### config.mk
export PLATFORM = sky130hd
export DESIGN_NAME = ssq_sequencer
export DESIGN_NICKNAME = d
export VERILOG_FILES = /design/src/design/ssq_pkg.sv /design/src/design/ssq_scan_picker.sv /design/src/design/ssq_result_buffer.sv /design/src/design/ssq_sequencer.sv
export SDC_FILE = /design/constraint.sdc
export NUM_CORES = 1
export LEC_CHECK = 0
export ABC_AREA = 1
export BUFFER_PORTS_ARGS = -buffer_cell sky130_fd_sc_hd__buf_2
export CORE_UTILIZATION = 38
export CTS_CLUSTER_SIZE = 16
export DETAILED_ROUTE_END_ITERATION = 8
export MAX_ROUTING_LAYER = met4
export PLACE_DENSITY = 0.65
export SYNTH_ARGS = -nofsm -noshare
export SYNTH_HDL_FRONTEND = slang
export SYNTH_SLANG_ARGS = --single-unit
### constraint.sdc
create_clock -name mclk_i -period 4.05 [get_ports mclk_i]
set_input_delay 0.6075 -clock mclk_i [delete_from_list [all_inputs] [get_ports mclk_i]]
set_output_delay 0.6075 -clock mclk_i [all_outputs]
set_load 0.05 [all_outputs]
### src/design/ssq_pkg.sv
// shared constants and types of the sample sequencer
package ssq_pkg;

    // ****************************************
    // widths
    // ****************************************
    localparam int DATA_W = 16;
    localparam int ADDR_W = 8;
    localparam int RES_W = 10;
    localparam int BUF_WORDS = 16;
    localparam int NUM_INPUTS = 16;

    // ****************************************
    // register offsets
    // ****************************************
    localparam logic [7:0] OFF_CTRL1 = 8'h00;
    localparam logic [7:0] OFF_CTRL2 = 8'h04;
    localparam logic [7:0] OFF_INSEL = 8'h08;
    localparam logic [7:0] OFF_SCAN = 8'h0C;
    localparam logic [7:0] OFF_STATUS = 8'h10;
    localparam logic [7:0] OFF_MASK = 8'h14;
    localparam logic [7:0] OFF_TRIG = 8'h18;
    localparam logic [7:0] OFF_STATE = 8'h1C;
    localparam logic [7:0] OFF_BUF = 8'h40;

    // ****************************************
    // field positions
    // ****************************************
    localparam int CTL_ENABLE_BIT = 0;
    localparam int CTL_AUTO_BIT = 1;
    localparam int CTL_TOGETHER_BIT = 2;
    localparam int CTL_SPLIT_BIT = 3;
    localparam int C2_ALT_BIT = 0;
    localparam int C2_SPI_LSB = 2;
    localparam int C2_CHCNT_LSB = 8;
    localparam int C2_SCAN_BIT = 10;
    localparam int IS_C0P_A_LSB = 0;
    localparam int IS_C0N_A_BIT = 4;
    localparam int IS_C13P_A_BIT = 5;
    localparam int IS_C13N_A_LSB = 6;
    localparam int IS_C0P_B_LSB = 8;
    localparam int IS_C0N_B_BIT = 12;
    localparam int IS_C13P_B_BIT = 13;
    localparam int IS_C13N_B_LSB = 14;
    localparam int ST_SEQ_BIT = 0;
    localparam int ST_CONV_BIT = 1;
    localparam int TRG_SAMPLE_BIT = 0;
    localparam int TRG_CONVERT_BIT = 1;

    // ****************************************
    // reset values and codes
    // ****************************************
    localparam logic [15:0] RST_REG = 16'h0000;
    localparam logic [1:0] CHCNT_ONE = 2'h0;
    localparam logic [1:0] CHCNT_TWO = 2'h1;

    // ****************************************
    // types
    // ****************************************
    typedef enum logic [1:0] {
        SSQ_IDLE,
        SSQ_SAMPLE,
        SSQ_START,
        SSQ_WAIT
    } ssq_state_t;

    typedef struct packed {
        logic [7:0] addr;
        logic [15:0] wdata;
        logic we;
        logic re;
    } ssq_bus_req_t;

    // input routing per sample-and-hold channel; neg_ref high selects the negative reference
    typedef struct packed {
        logic [3:0][3:0] pos;
        logic [3:0][3:0] neg;
        logic [3:0] neg_ref;
    } ssq_mux_t;

endpackage

### src/design/ssq_scan_picker.sv
// picks the first and the next enabled input of the scan mask
`timescale 1ns/10ps
module ssq_scan_picker (
    // scan mask and position
    input wire logic [15:0] mask_i,
    input wire logic [3:0] cur_i,
    // choices
    output logic [3:0] first_o,
    output logic [3:0] next_o
);
    import ssq_pkg::*;

    // lowest enabled input at or above from, wrapping; input 0 when the mask is empty
    function automatic logic [3:0] pick(input logic [15:0] mask, input logic [3:0] from);
        logic [3:0] idx;
        logic found;
        pick = 4'h0;
        found = 1'b0;
        for (int i = 0; i < NUM_INPUTS; i++) begin
            idx = from + 4'(i);
            if (!found && mask[idx]) begin
                pick = idx;
                found = 1'b1;
            end
        end
    endfunction

    always_comb begin
        first_o = pick(mask_i, 4'h0);
        next_o = pick(mask_i, cur_i + 4'h1);
    end
endmodule

### src/design/ssq_result_buffer.sv
// sixteen-word result store with one write and one read port
`timescale 1ns/10ps
module ssq_result_buffer (
    // clock
    input wire logic mclk_i,
    // write side
    input wire logic we_i,
    input wire logic [3:0] waddr_i,
    input wire logic [9:0] wdata_i,
    // read side
    input wire logic [3:0] raddr_i,
    output logic [9:0] rdata_o
);
    import ssq_pkg::*;

    logic [RES_W-1:0] mem [BUF_WORDS];

    always_ff @(posedge mclk_i) begin
        if (we_i) begin
            mem[waddr_i] <= wdata_i;
        end
    end

    assign rdata_o = mem[raddr_i];
endmodule

### src/design/ssq_sequencer.sv
// sample and conversion sequencer of a successive-approximation converter
//
// Behaviour
// - single channel, fixed input: one result per conversion, interrupt after sequences-per-interrupt plus one results
// - interrupt after sequences-per-interrupt plus one sequences; all ones gives sixteen
// - channel count zero code uses channel 0 only, channels 1 to 3 inactive
// - alternate-set bit clear: always first input set, never the second
// - buffer-split bit clear: one sixteen-word buffer
// - channel 0 positive field zero routes input 0; negative bit clear routes reference
// - scan enable, bit 10 of second control register, overrides channel 0 positive field
// - scanning steps ascending from the lowest enabled input of the scan mask, next enabled input each sample
// - each result goes to the next buffer word, from word 0 to 15
// - after interrupt the sequence restarts from word 0 without software
// - four channels together: all sampled at one instant before any conversion
// - after multi-channel sample convert the active channels in order 0,1,2,3 into consecutive words
// - scan with four channels advances channel 0 only; others keep fixed inputs 0,1,2 or 3,4,5
// - single channel ignores the together-versus-sequential setting
// - inactive channels and unused input set fields are disregarded
// - auto-sample starts sampling; a conversion trigger ends it and starts conversion
// - together mode samples all channels first, then converts them one by one
//
// Implementation choices: the register addresses and the plain strobed port.
`timescale 1ns/10ps
module ssq_sequencer (
    // clock and reset
    input wire logic mclk_i,
    input wire logic rst_n_i,
    // register port
    input wire ssq_pkg::ssq_bus_req_t bus_i,
    output logic [15:0] rdata_o,
    // external conversion trigger pin
    input wire logic conv_trigger_i,
    // converter core
    input wire logic conv_done_i,
    input wire logic [9:0] conv_result_i,
    output logic conv_start_o,
    output logic [1:0] conv_channel_o,
    output logic [3:0] sample_o,
    // input multiplexers
    output ssq_pkg::ssq_mux_t mux_o,
    // interrupt
    output logic irq_o
);
    import ssq_pkg::*;

    // ****************************************
    // reset release
    // ****************************************
    logic rst_meta_n;
    logic rst_n;

    always_ff @(posedge mclk_i or negedge rst_n_i) begin
        if (!rst_n_i) begin
            rst_meta_n <= 1'b0;
            rst_n <= 1'b0;
        end else begin
            rst_meta_n <= 1'b1;
            rst_n <= rst_meta_n;
        end
    end

    // ****************************************
    // helpers
    // ****************************************
    function automatic logic [1:0] last_chan(input logic [1:0] code);
        case (code)
            CHCNT_ONE: last_chan = 2'h0;
            CHCNT_TWO: last_chan = 2'h1;
            default: last_chan = 2'h3;
        endcase
    endfunction

    function automatic logic [3:0] active_mask(input logic [1:0] code);
        case (code)
            CHCNT_ONE: active_mask = 4'h1;
            CHCNT_TWO: active_mask = 4'h3;
            default: active_mask = 4'hF;
        endcase
    endfunction

    function automatic logic is_addr(input ssq_bus_req_t req, input logic [7:0] off);
        is_addr = (req.addr == off);
    endfunction

    // ****************************************
    // registers
    // ****************************************
    logic [15:0] ctrl1;
    logic [15:0] ctrl2;
    logic [15:0] insel;
    logic [15:0] scan_select_mask;
    logic [15:0] status;
    logic [15:0] irq_mask;

    logic enable;
    logic auto_sample_enable;
    logic sample_together_select;
    logic buffer_split_select;
    logic alternate_set_select;
    logic [3:0] sequences_per_interrupt;
    logic [1:0] channel_count_select;
    logic scan_enable;

    assign enable = ctrl1[CTL_ENABLE_BIT];
    assign auto_sample_enable = ctrl1[CTL_AUTO_BIT];
    assign sample_together_select = ctrl1[CTL_TOGETHER_BIT];
    assign buffer_split_select = ctrl1[CTL_SPLIT_BIT];
    assign alternate_set_select = ctrl2[C2_ALT_BIT];
    assign sequences_per_interrupt = ctrl2[C2_SPI_LSB +: 4];
    assign channel_count_select = ctrl2[C2_CHCNT_LSB +: 2];
    assign scan_enable = ctrl2[C2_SCAN_BIT];

    always_ff @(posedge mclk_i or negedge rst_n) begin
        if (!rst_n) begin
            ctrl1 <= RST_REG;
            ctrl2 <= RST_REG;
            insel <= RST_REG;
            scan_select_mask <= RST_REG;
            irq_mask <= RST_REG;
        end else if (bus_i.we) begin
            if (is_addr(bus_i, OFF_CTRL1)) begin
                ctrl1 <= {12'h000, bus_i.wdata[3:0]};
            end
            if (is_addr(bus_i, OFF_CTRL2)) begin
                ctrl2 <= {5'h00, bus_i.wdata[10:8], 2'h0, bus_i.wdata[5:2], 1'b0, bus_i.wdata[0]};
            end
            if (is_addr(bus_i, OFF_INSEL)) begin
                insel <= bus_i.wdata;
            end
            if (is_addr(bus_i, OFF_SCAN)) begin
                scan_select_mask <= bus_i.wdata;
            end
            if (is_addr(bus_i, OFF_MASK)) begin
                irq_mask <= {14'h0000, bus_i.wdata[1:0]};
            end
        end
    end

    // ****************************************
    // trigger pin synchroniser and software strobes
    // ****************************************
    logic trig_meta;
    logic trig_sync;
    logic trig_prev;
    logic sw_sample;
    logic sw_convert;
    logic conv_trigger;

    always_ff @(posedge mclk_i or negedge rst_n) begin
        if (!rst_n) begin
            trig_meta <= 1'b0;
            trig_sync <= 1'b0;
            trig_prev <= 1'b0;
        end else begin
            trig_meta <= conv_trigger_i;
            trig_sync <= trig_meta;
            trig_prev <= trig_sync;
        end
    end

    assign sw_sample = bus_i.we && is_addr(bus_i, OFF_TRIG) && bus_i.wdata[TRG_SAMPLE_BIT];
    assign sw_convert = bus_i.we && is_addr(bus_i, OFF_TRIG) && bus_i.wdata[TRG_CONVERT_BIT];
    assign conv_trigger = sw_convert || (trig_sync && !trig_prev);

    // ****************************************
    // sequence state
    // ****************************************
    ssq_state_t state;
    logic [1:0] ch_idx;
    logic [1:0] last_ch;
    logic [3:0] wptr;
    logic half;
    logic [3:0] seq_cnt;
    logic alt_phase;
    logic [3:0] scan_cur;
    logic [3:0] scan_first;
    logic [3:0] scan_next;
    logic done_ok;
    logic seq_end;
    logic irq_event;
    logic [3:0] buf_waddr;

    assign last_ch = last_chan(channel_count_select);
    assign done_ok = (state == SSQ_WAIT) && conv_done_i;
    assign seq_end = done_ok && (ch_idx == last_ch);
    assign irq_event = seq_end && (seq_cnt == sequences_per_interrupt);
    assign buf_waddr = buffer_split_select ? {half, wptr[2:0]} : wptr;

    always_ff @(posedge mclk_i or negedge rst_n) begin
        if (!rst_n) begin
            state <= SSQ_IDLE;
        end else if (!enable) begin
            state <= SSQ_IDLE;
        end else begin
            case (state)
                SSQ_IDLE: begin
                    if (auto_sample_enable || sw_sample) begin
                        state <= SSQ_SAMPLE;
                    end
                end
                SSQ_SAMPLE: begin
                    if (conv_trigger) begin
                        state <= SSQ_START;
                    end
                end
                SSQ_START: begin
                    state <= SSQ_WAIT;
                end
                SSQ_WAIT: begin
                    if (conv_done_i) begin
                        if (ch_idx != last_ch) begin
                            state <= SSQ_START;
                        end else if (auto_sample_enable) begin
                            state <= SSQ_SAMPLE;
                        end else begin
                            state <= SSQ_IDLE;
                        end
                    end
                end
                default: state <= SSQ_IDLE;
            endcase
        end
    end

    always_ff @(posedge mclk_i or negedge rst_n) begin
        if (!rst_n) begin
            ch_idx <= 2'h0;
        end else if (state == SSQ_SAMPLE || !enable) begin
            ch_idx <= 2'h0;
        end else if (done_ok && !seq_end) begin
            ch_idx <= ch_idx + 2'h1;
        end
    end

    always_ff @(posedge mclk_i or negedge rst_n) begin
        if (!rst_n) begin
            wptr <= 4'h0;
            seq_cnt <= 4'h0;
            half <= 1'b0;
        end else if (!enable) begin
            wptr <= 4'h0;
            seq_cnt <= 4'h0;
            half <= 1'b0;
        end else if (done_ok) begin
            if (irq_event) begin
                wptr <= 4'h0;
                seq_cnt <= 4'h0;
                half <= buffer_split_select ? ~half : 1'b0;
            end else begin
                wptr <= wptr + 4'h1;
                if (seq_end) begin
                    seq_cnt <= seq_cnt + 4'h1;
                end
            end
        end
    end

    always_ff @(posedge mclk_i or negedge rst_n) begin
        if (!rst_n) begin
            alt_phase <= 1'b0;
        end else if (!alternate_set_select || !enable) begin
            alt_phase <= 1'b0;
        end else if (seq_end) begin
            alt_phase <= ~alt_phase;
        end
    end

    always_ff @(posedge mclk_i or negedge rst_n) begin
        if (!rst_n) begin
            scan_cur <= 4'h0;
        end else if (!scan_enable || !enable) begin
            scan_cur <= scan_first;
        end else if (seq_end) begin
            scan_cur <= scan_next;
        end
    end

    ssq_scan_picker u_scan (
        .mask_i(scan_select_mask),
        .cur_i(scan_cur),
        .first_o(scan_first),
        .next_o(scan_next)
    );

    // ****************************************
    // result buffer
    // ****************************************
    logic [9:0] buf_rdata;

    ssq_result_buffer u_buf (
        .mclk_i(mclk_i),
        .we_i(done_ok),
        .waddr_i(buf_waddr),
        .wdata_i(conv_result_i),
        .raddr_i(bus_i.addr[5:2]),
        .rdata_o(buf_rdata)
    );

    // ****************************************
    // converter core and multiplexer outputs
    // ****************************************
    logic [3:0] act_mask;
    logic [3:0] later_mask;
    logic [3:0] c0_pos;
    logic c0_neg;
    logic c13_pos;
    logic [1:0] c13_neg;
    ssq_mux_t next_mux;

    assign act_mask = active_mask(channel_count_select);
    assign later_mask = act_mask & ~((4'h2 << ch_idx) - 4'h1);

    always_comb begin
        // second set only on alternate samples
        c0_pos = alt_phase ? insel[IS_C0P_B_LSB +: 4] : insel[IS_C0P_A_LSB +: 4];
        c0_neg = alt_phase ? insel[IS_C0N_B_BIT] : insel[IS_C0N_A_BIT];
        c13_pos = alt_phase ? insel[IS_C13P_B_BIT] : insel[IS_C13P_A_BIT];
        c13_neg = alt_phase ? insel[IS_C13N_B_LSB +: 2] : insel[IS_C13N_A_LSB +: 2];
        next_mux = '0;
        next_mux.pos[0] = scan_enable ? scan_cur : c0_pos;
        next_mux.neg[0] = c0_neg ? 4'h1 : 4'h0;
        next_mux.neg_ref[0] = !c0_neg;
        for (int k = 1; k < 4; k++) begin
            if (act_mask[k]) begin
                // fixed inputs: channel k takes k-1 or k+2, independent of scanning
                next_mux.pos[k] = c13_pos ? 4'(k + 2) : 4'(k - 1);
                next_mux.neg[k] = c13_neg[0] ? 4'(k + 8) : 4'(k + 5);
                next_mux.neg_ref[k] = !c13_neg[1];
            end else begin
                next_mux.neg_ref[k] = 1'b1;
            end
        end
    end

    always_ff @(posedge mclk_i or negedge rst_n) begin
        if (!rst_n) begin
            mux_o <= '0;
            sample_o <= 4'h0;
            conv_start_o <= 1'b0;
            conv_channel_o <= 2'h0;
        end else begin
            mux_o <= next_mux;
            conv_start_o <= (state == SSQ_START);
            conv_channel_o <= ch_idx;
            if (state == SSQ_SAMPLE) begin
                sample_o <= act_mask;
            end else if ((state == SSQ_START || state == SSQ_WAIT) && !sample_together_select &&
                         (last_ch != 2'h0)) begin
                // sequential: channels not yet converted keep tracking
                sample_o <= later_mask;
            end else begin
                sample_o <= 4'h0;
            end
        end
    end

    // ****************************************
    // interrupt status
    // ****************************************
    logic [15:0] status_set;
    logic [15:0] status_clr;

    always_comb begin
        status_set = 16'h0000;
        status_set[ST_SEQ_BIT] = irq_event;
        status_set[ST_CONV_BIT] = done_ok;
        status_clr = (bus_i.we && is_addr(bus_i, OFF_STATUS)) ? bus_i.wdata : 16'h0000;
    end

    always_ff @(posedge mclk_i or negedge rst_n) begin
        if (!rst_n) begin
            status <= RST_REG;
            irq_o <= 1'b0;
        end else begin
            status <= (status & ~status_clr) | status_set;
            irq_o <= |(status & irq_mask);
        end
    end

    // ****************************************
    // read port
    // ****************************************
    always_ff @(posedge mclk_i or negedge rst_n) begin
        if (!rst_n) begin
            rdata_o <= 16'h0000;
        end else if (!bus_i.re) begin
            rdata_o <= 16'h0000;
        end else if (bus_i.addr[7:6] == OFF_BUF[7:6] && bus_i.addr[1:0] == 2'h0) begin
            rdata_o <= {6'h00, buf_rdata};
        end else begin
            case (bus_i.addr)
                OFF_CTRL1: rdata_o <= ctrl1;
                OFF_CTRL2: rdata_o <= ctrl2;
                OFF_INSEL: rdata_o <= insel;
                OFF_SCAN: rdata_o <= scan_select_mask;
                OFF_STATUS: rdata_o <= status;
                OFF_MASK: rdata_o <= irq_mask;
                OFF_STATE: rdata_o <= {scan_cur, seq_cnt, wptr, half, alt_phase, ch_idx};
                default: rdata_o <= 16'h0000;
            endcase
        end
    end
endmodule

---- Word-level counts from Yosys, hierarchy flattened ----
Memory sizes are Yosys's and may differ from the RTL's.
Index checks and enable logic that the tools add are counted.
operators by class
  mux-type cells .......................... 149
  eq/ne operators ......................... 21
  $lt $le $gt $ge ......................... 16
  add/subtract/negate cells ............... 20
  bitwise logic cells ..................... 8
  reduce and logical (&&, ||, !) cells .... 103
  shifts and indexed selects .............. 1
operators by type and width
  kind                 number
  $mux 4               49
  $pmux 16 s7          1
  $lt 4x5->1 const B   16
  $bmux 1 s4           16
  $mux 1               62
  $mux 16              3
  $logic_and 1x1->1    42
  $logic_not 1->1      38
  $add 4x4->4 const B  8
  $eq 8x5->1 const B   4
  $mux 2               11
  $add 4x1->4 const B  4
  $add 4x3->4 const B  4
  $and 16x16->16       1
  $and 16x2->16        1
  $eq 8x4->1 const B   2
  $not 16->16          1
  $or 16x2->16         1
  $reduce_or 16->1     1
  $reduce_and 2->1     7
  $mux 3               4
  $ne 3x3->1 const B   3
  $add 4x2->4 const B  2
  $eq 8x3->1 const B   1
  other kinds (21)     36
storage, ports and cells
  logic and storage cells ................. 351
  output and inout port bits .............. 60
  register bits ........................... 142
  input bits .............................. 40
  bits in writable memories ............... 160
  memories kept ........................... 1
memories
  memory     words  bits a word  read ports  clocked after memory_dff  write ports  line                     text
  u_buf.mem  16     10           1           0                         1            ssq_result_buffer.sv:16  logic [RES_W-1:0] mem [BUF_WORDS];

---- Depth between registers and ports, before layout ----
Gate-level depths: netlist (run 1).
  word-level depth ........................ 51
  gate-level depth with buffers ........... 25
  gate-level depth less buffers ........... 24

---- Modules after synthesis ----
Synthesis (run 1) repeated with hierarchy kept, for this count alone.
unflattened totals
  cell total of the unflattened synthesis .. 1865
  area, all modules ....................... 15243.4 sq um
modules (own cells, without submodules)
  module             cells each  area each (sq um)  times used
  ssq_result_buffer  672         6971.7             1
  ssq_sequencer      711         6013.3             1
  ssq_scan_picker    482         2258.4             1

---- Worst setup path before layout (run 1) ----
OpenSTA, ideal clock, no wires.
  path type ............................... reg-to-reg
  start point ............................. reg scan_cur[1]
  end point ............................... reg scan_cur[0]
  setup slack ............................. 1.283 ns
  data required time ...................... 3.934 ns
  cell stages (with the launch flop) ...... 21
  arrival time ............................ 2.650 ns
  path buffers ............................ 2
  cells stage by stage .................... dfrtp_1 -> ha_1 -> buf_6 -> inv_4 -> nand2_2 -> nand2_2 -> buf_6 -> nand3_2 -> and2_0 -> mux2i_1 -> nor2_1 -> a21oi_1 -> inv_1 -> nor2_2 -> nand4_2 -> nor2_2 -> nand4_1 -> nand4_1 -> nand2_1 -> nand2_1 -> nand2_1
on the way
  cells in the longest elaborated chain, start to end .. 51
  elaborated cells on any way between the ends .. 111
  those cells by class .................... add/sub (16); mux (65); reduce/logical (30)
ends and longest elaborated chain
  item                                                                  line                   text
  from (decl)                                                           ssq_sequencer.sv:175   logic [3:0] scan_cur;
  from (signal assigned)                                                ssq_sequencer.sv:272   scan_cur <= scan_first;
  from (signal assigned)                                                ssq_sequencer.sv:274   scan_cur <= scan_next;
  $add 4x1->4 *                                                         ssq_scan_picker.sv:30  next_o = pick(mask_i, cur_i + 4'h1);
  parallel branches: the longest is 47 deep, another holds $add 4x1->4  n/a
  $mux 4 *                                                              ssq_scan_picker.sv:21  if (!found && mask[idx]) begin
  $mux 4 *                                                              ssq_sequencer.sv:273   end else if (seq_end) begin
  $mux 4 *                                                              ssq_sequencer.sv:271   end else if (!scan_enable || !enable) begin
Mark *: on every way between the ends. The select of a mux whose other input is x is not followed.
A chain may end at the register's enable or synchronous reset.

---- Worst setup path after layout (run 1) ----
  start point ............................. reg scan_cur[1]
  end point ............................... reg scan_cur[1]
The elaborated chain is that of the path after synthesis.

==> results of run 1 <==
power by group through the flow:
stage                     logic [W]  registers, W  clock network (W)
after global routing        0.00290       0.00321            0.00280
after detailed placement    0.00260       0.00326                  0
final                       0.00264       0.00320            0.00266
after global placement      0.00261       0.00326                  0
after floorplan             0.00196       0.00326                  0
after CTS                   0.00261       0.00320            0.00270
critical path: cells and delay by family (launching register included):
family | cells | cell delay, ns
AND/OR/NAND/NOR | 16 | 2.08
AO/OA/AOI/OAI | 1 | 0.16
flip-flops | 1 | 0.43
buffers and inverters | 2 | 0.26
adder cells (fa/ha/maj) | 1 | 0.64
path summary, 6_finish.rpt:
| kind | startpoint | end |
|---|---|---|
| max in group asynchronous | rst_n$_DFF_PN0_ | mux_o[24]$_DFF_PN0_ |
| min in group asynchronous | rst_n_i | rst_meta_n$_DFF_PN0_ |
| min reg2reg | rst_meta_n$_DFF_PN0_ | rst_n$_DFF_PN0_ |
| max reg2reg | scan_cur[1]$_DFFE_PN0P_ | scan_cur[1]$_DFFE_PN0P_ |
| min | conv_trigger_i | trig_meta$_DFF_PN0_ |
| max | scan_cur[1]$_DFFE_PN0P_ | scan_cur[1]$_DFFE_PN0P_ |
flip-flops by register name, indices dropped and copies added, names as in the netlist, 8 cells and up:
name / count
u_buf.mem: 160
rdata_o: 16
insel: 16
scan_select_mask: 16
status: 16
ctrl2: 8
mux_o: 16
cell usage in the layout, fill, tap and decap left out, drive strengths merged, types with 14 or more instances in the layout:
cell type,Yosys,routed
clkbuf,27,37
a21boi,15,15
o21ai,109,109
nor2,132,132
a21oi,31,31
nand2,285,285
nor3,14,14
inv,128,129
nand3,94,94
buf,41,127
nand4,21,21
dfrtp,125,125
o22ai,88,88
edfxtp,160,160
cell type report:
| cell class | count | area [um^2] | area share |
|---|---|---|---|
| Inverter | 131 | 504 | 0.0328 |
| Multi-Input combinational cell | 895 | 4670 | 0.304 |
| Clock inverter | 12 | 189 | 0.0123 |
| Timing Repair Buffer | 128 | 776 | 0.0504 |
| Sequential cell | 285 | 7940 | 0.516 |
| Clock buffer | 37 | 743 | 0.0483 |
| Tap cell | 455 | 569 | 0.0370 |
cells by family after synthesis:
| kind of cell | Yosys count | synth area share |
|---|---|---|
| multiplexers | 1 | 0.000742 |
| AND/OR/NAND/NOR | 558 | 0.187 |
| flip-flops | 285 | 0.588 |
| XOR/XNOR | 14 | 0.00965 |
| other | 2 | 0.000557 |
| adder cells (fa/ha/maj) | 10 | 0.00928 |
| buffers and inverters | 199 | 0.0673 |
| AO/OA/AOI/OAI | 302 | 0.137 |
timing repair:
item,in CTS,in global routing
hold buffers,1,0
endpoints found under the setup margin,0,0
resized for setup,0,0
hold endpoints to repair,2,0
stage by stage:
step / setup WS, ns / cells / utilization / area [um^2] / total power (W)
2_1_floorplan: 0.310 / 1379 / - / 13500 / 0.00522
3_3_place_gp: 0.491 / 1893 / 0.416 / 14400 / 0.00586
3_5_place_dp: 0.473 / 1893 / 0.416 / 14400 / 0.00586
4_1_cts: 0.436 / 1943 / 0.443 / 15400 / 0.00851
5_1_grt: 0.0981 / 1943 / 0.443 / 15400 / 0.00891
6_report: 0.379 / 1943 / 0.443 / 15400 / 0.00850
per-layer routing:
| layer | global-route usage | share of wire | up-vias |
|---|---|---|---|
| met1 | 0.302 | 0.44 | 5209 |
| met4 | 0.0674 | 0.030 | 0 |
| met2 | 0.338 | 0.46 | 468 |
| li1 | - | - | 4961 |
| met3 | 0.0254 | 0.072 | 66 |
| met5 | - | 0 | - |
==> run_results.csv, run 1 <==
group,metric,value,unit
cells_and_area,area_growth,14.2,%
clock_network,clock_latency,0.54,ns
route,routedWlPerCell,19.9,um
placement,place.gp.congestion,0.951,
hold_path,hold_class,"in -> reg",
pwr,seq_power_share,0.376,
global_routing,track_usage,0.219,
cells_and_area,num-nets-final,1518,
die,die_x,190,um
route,via_per_inst,5.51,
worst_setup_path,start_kind,"flop",
pwr,p_clk_frac,0.313,
route,drtIter0Drc,1046,
worst_setup_path,critPathMaxStageDelay,0.64,ns
sta,layout_min_cycle_time,3.67,ns
synth,synthTopCellsByArea,"edfxtp_1 (36%), dfrtp_1 (23%), nand2_1 (7.4%)",
synth,yosysTopAreaCell,"edfxtp_1",
global_routing,antenna_found_initial,0,
placement,dpl.hpwl,27400,um
global_routing,overflow,0,
die,die_area,0.0362,mm^2
synth,ys.flop_type,"edfxtp_1",
die,rows,68,
pwr,pwr-share-comb,0.310,
synth,ys_ff_latch,285,
worst_setup_path,path_class,"reg -> reg",
synth,synth_enable_flop_cells,160,
worst_setup_path,crit_path_end_kind,"flop",
route,post-route-drc-count,0,
run,max_cap_viol_count,0,
route,drt_wl_total,38600,um
sta,finalHoldViolations,0,
worst_setup_path,crit_slowest_cell,"ha_1",
pwr,max-vdd-ir-drop,0.420,mV
global_routing,grt_pass1_wl,59100,um
die,start_util,0.388,
route,vias,10700,
synth,postSynthCellCount,1371,
pwr,swShare,0.358,
route,drt_first_pass_iters,5,
hold_path,whs_path_depth,1,
sta,finalSetupViolations,0,
status,status,"finished clean",
sta,finalMaxSlewViolations,0,
sta,slew_headroom,0.339,
route,ant_nets,0,
clock_network,cts_setup_buffers,0,
synth,synth_cell_types,61,
cells_and_area,antenna_cells,0,
clock_network,cts_buffers,27,
die,die_h,190,um
clock_network,cts_tree,"built",
clock_network,cts_num_sinks,285,
synth,ys_seq_area_frac,0.588,
clock_network,cts_root_buf,"clkbuf_16",
pwr,cellPowerDensity,552,mW/mm^2
pwr,p_switching,0.00304,W
cells_and_area,fillerInstances,3297,
worst_setup_path,crit_fanout,15,
sta,fin_crit_sh,0.906,
sta,finalSetupTns,0,ns
worst_setup_path,reg2reg_slack,0.38,ns
worst_setup_path,cp_data_required_time,4.47,ns
worst_setup_path,path_cells,"ha_1 -> inv_4 -> nand2_2 -> nand2_2 -> nand2_1 -> nand3_2 -> nand3_2 -> nand2_2 -> nor2_8 -> nand4_4 -> nor2_4 -> nand4_2 -> nor2_2 -> nand4_2 -> nor2_4 -> nand3_2 -> o21ai_1 -> inv_1 -> nand2_1 -> nand2_1",
synth,async_reset_ff_frac,0.439,
clock_network,ctsLongestPathBuffers,3,
die,io_pins,100,
global_routing,grt_pass1_vias,10200,
clock_network,path_clk_slew,0.06,ns
sta,fmax,272,MHz
sta,rsz0062_at_grt,"no",
synth,synth_area,0.0135,mm^2
worst_setup_path,reg2reg_depth,20,
pwr,p_int,0.00546,W
cells_and_area,layout-drive-gt1-share,0.149,
synth,synth_top_area_share,0.356,
global_routing,grt_max_degree,64,
sta,tightest_slew,0.989,ns
pwr,p_leak,6.41,nW
sta,finalClockSkew,0.00670,ns
synth,ys_top_cells_by_count,"nand2_1 (264), edfxtp_1 (160), dfrtp_1 (125)",
die,core,0.0347,mm^2
synth,synth_most_common_cell,"nand2_1",
sta,hold_ws,0.177,ns
worst_setup_path,worstPathArrival,4.09,ns
clock_network,htree_levels,1,
synth,ys.warnings.count,0,
placement,numPortBuffers,90,
synth,synth.avg_cell_area,9.83,um^2
Power figures use the tool's default switching activity.
==> inputs of run 2 (changes only) <==
--- a/config.mk
+++ b/config.mk
@@ -11,7 +11,7 @@
 export CTS_CLUSTER_SIZE = 16
 export DETAILED_ROUTE_END_ITERATION = 8
 export MAX_ROUTING_LAYER = met4
-export PLACE_DENSITY = 0.65
+export PLACE_DENSITY = 0.67
 export SYNTH_ARGS = -nofsm -noshare
 export SYNTH_HDL_FRONTEND = slang
 export SYNTH_SLANG_ARGS = --single-unit
==> constraint.sdc (replaced) <==
create_clock -name mclk_i -period 3.1 [get_ports mclk_i]
set_input_delay 0.465 -clock mclk_i [delete_from_list [all_inputs] [get_ports mclk_i]]
set_output_delay 0.465 -clock mclk_i [all_outputs]
set_load 0.05 [all_outputs]
==> run 2 against run 1 <==
  * Combinational power rose by 60%
  * Highest routed layer unchanged
  * Sequential power rose by 30%
  * Routed wire length is 0.48% lower
  * Count of clock-buffer cells in the layout is 7 higher
  * Cell area up 3.9%
  * Cell count rose by 2.9%
  * Flip-flop and latch count stayed put
==> run_results.csv, run 2 (synthesis results as in run 1) <==
group,metric,value,unit
status,status,"finished clean",
worst_setup_path,worstPathArrival,3.32,ns
die,die_h,190,um
clock_network,ctsLongestPathBuffers,3,
cells_and_area,area_growth,18.6,%
cells_and_area,largest_reg_flops,160,
worst_setup_path,start_kind,"flop",
global_routing,track_usage,0.218,
pwr,p_switching,0.00417,W
route,drt_first_pass_iters,5,
placement,placed_area,0.0147,mm^2
global_routing,overflow,0,
global_routing,grt_max_degree,50,
sta,tightest_slew,0.692,ns
route,ant_nets,0,
pwr,cellPowerDensity,734,mW/mm^2
worst_setup_path,r2r_start,"scan_cur[0]$_DFFE_PN0P_",
clock_network,cts_tree,"built",
route,vias,10900,
clock_network,cts_num_sinks,285,
pwr,max-vdd-ir-drop,0.494,mV
cells_and_area,final_common_cell,"nand2_1",
clock_network,clock_latency,0.54,ns
route,drt_wl_total,38500,um
run,max_cap_viol_count,0,
placement,dpl.hpwl,27400,um
die,die_area,0.0362,mm^2
sta,fmax,346,MHz
die,rows,68,
die,start_util,0.388,
global_routing,grt_pass1_vias,10400,
worst_setup_path,crit_fanout,8,
global_routing,grt_pass1_wl,59100,um
sta,layout_min_cycle_time,2.89,ns
die,core,0.0347,mm^2
pwr,swShare,0.355,
worst_setup_path,reg2reg_depth,22,
die,die_x,190,um
route,routedWlPerCell,19.2,um
sta,finalMaxSlewViolations,0,
pwr,finalPower,0.0117,W
cells_and_area,num-nets-final,1572,
pwr,p_clk_frac,0.285,
worst_setup_path,crit_path_end_kind,"flop",
route,drtIter0Drc,966,
cells_and_area,mostFrequentLayoutCells,"nand2_1 (253), edfxtp_1 (160), nor2_1 (123)",
global_routing,antenna_found_initial,0,
placement,dp.cells,1925,
die,io_pins,100,
worst_setup_path,startpoint,"scan_cur[0]$_DFFE_PN0P_",
worst_setup_path,path_class,"reg -> reg",
pwr,pwr-share-comb,0.360,
worst_setup_path,reg2reg_slack,0.21,ns
sta,rsz0062_at_grt,"yes",
sta,finalClockSkew,0.0132,ns
pwr,p_leak,6.72,nW
cells_and_area,largest-register,"u_buf.mem",
hold_path,hold_class,"in -> reg",
worst_setup_path,reg2reg_to,"scan_cur[3]$_DFFE_PN0P_",
sta,fin_crit_sh,0.933,
cells_and_area,stdcell_area,0.0160,mm^2
route,via_per_inst,5.45,
placement,numPortBuffers,90,
route,post-route-drc-count,0,
pwr,seq_power_share,0.355,
placement,place.gp.congestion,0.915,
sta,slew_headroom,0.533,
clock_network,path_clk_slew,0.06,ns
cells_and_area,instances_no_fill,1999,
worst_setup_path,cp-endpoint,"scan_cur[3]$_DFFE_PN0P_",
pwr,p_int,0.00756,W
cells_and_area,layout-drive-gt1-share,0.194,
clock_network,htree_levels,1,
clock_network,cts_root_buf,"clkbuf_16",
sta,finalHoldViolations,0,
worst_setup_path,cp_data_required_time,3.53,ns
clock_network,cts_buffers,28,
cells_and_area,antenna_cells,0,
sta,finalSetupViolations,0,
-- run 2: cell count changes in the layout (fill, tap and decap cells not counted), moves of 3 or more --
| cell | delta |
|---|---|
| buf_4 | +44 |
| nand2_4 | +4 |
| bufinv_16 | -3 |
| clkbuf_1 | +5 |
| nand3_2 | +4 |
| nand2_2 | +7 |
| buf_12 | +3 |
| nand2_1 | -11 |
| clkbuf_16 | +3 |
| buf_6 | +3 |
| nand3_1 | -6 |
-- run 2: repair_timing --
action	in CTS	in global routing
gates resized for setup	4	43
endpoints found under the setup margin	3	4
pin swaps	0	9
setup buffers	0	19
hold buffers	1	0
cloned	0	2
endpoints found under the hold margin	2	0
-- run 2: cell type report --
type | instances | area, um^2
Clock buffer | 44 | 812
Inverter | 131 | 514
Sequential cell | 285 | 7940
Clock inverter | 8 | 92.6
Multi-Input combinational cell | 896 | 4820
Fill cell | 3251 | 18700
Timing Repair Buffer | 180 | 1240
Tap cell | 455 | 569
-- run 2: worst min-delay path by stage --
stage / startpoint / to / slack, ns / cells past startpoint
floorplan: rst_n_i / rst_meta_n$_DFF_PN0_ / 0.17 / 0
global placement: rst_n_i / rst_meta_n$_DFF_PN0_ / 0.27 / 1
detailed placement: rst_n_i / rst_meta_n$_DFF_PN0_ / 0.27 / 1
CTS: conv_trigger_i / trig_meta$_DFF_PN0_ / 0.02 / 1
global route: conv_trigger_i / trig_meta$_DFF_PN0_ / 0.03 / 1
finish: conv_trigger_i / trig_meta$_DFF_PN0_ / 0.04 / 1
-- run 2: routing by layer --
metal  global-route usage  vias up  routed length, um
li1                     -     5061                  -
met1                0.285     5333              16200
met2                0.351      430              18400
met3               0.0350       65               2960
met4               0.0560        0                838
met5                    -        -                  0
-- run 2: power by group through the flow --
stage          sequential [W]  combinational, W  clock (W)
3_5_place_dp          0.00423           0.00375          0
3_3_place_gp          0.00423           0.00376          0
6_report              0.00417           0.00422    0.00334
4_1_cts               0.00416           0.00378    0.00340
2_1_floorplan         0.00426           0.00256          0
5_1_grt               0.00417           0.00462    0.00355
-- run 2: critical path, stage by stage, from the launching register on --
cell      delay, ns
dfrtp_2        0.45
ha_4           0.29
inv_4          0.09
nand2_1        0.09
nand2_4        0.13
nand2_2        0.09
nand3_2        0.13
nand3_4        0.10
nand2_4        0.12
nor2_8         0.04
buf_4          0.15
nand3b_1       0.08
nand3_1        0.08
nor2_1         0.12
nand3_1        0.08
nor2_1         0.10
nand3_1        0.10
nor2_1         0.09
nand3_1        0.11
nor2_1         0.12
nand3_1        0.08
nand2_1        0.06
nand2_1        0.05
-- run 2: metrics by stage --
| step | utilization | setup slack (ns) | hold WS [ns] | setup TNS, ns |
|---|---|---|---|---|
| 5_1_grt | 0.461 | -0.0324 | 0.0312 | -0.0866 |
| 3_3_place_gp | 0.424 | -0.0676 | 0.270 | -0.0989 |
| 3_5_place_dp | 0.424 | -0.0856 | 0.270 | -0.0953 |
| 4_1_cts | 0.451 | 0.000751 | 0.0245 | 0 |
| 2_1_floorplan | - | 0.333 | 0.169 | 0 |
| 6_report | 0.461 | 0.206 | 0.0428 | 0 |
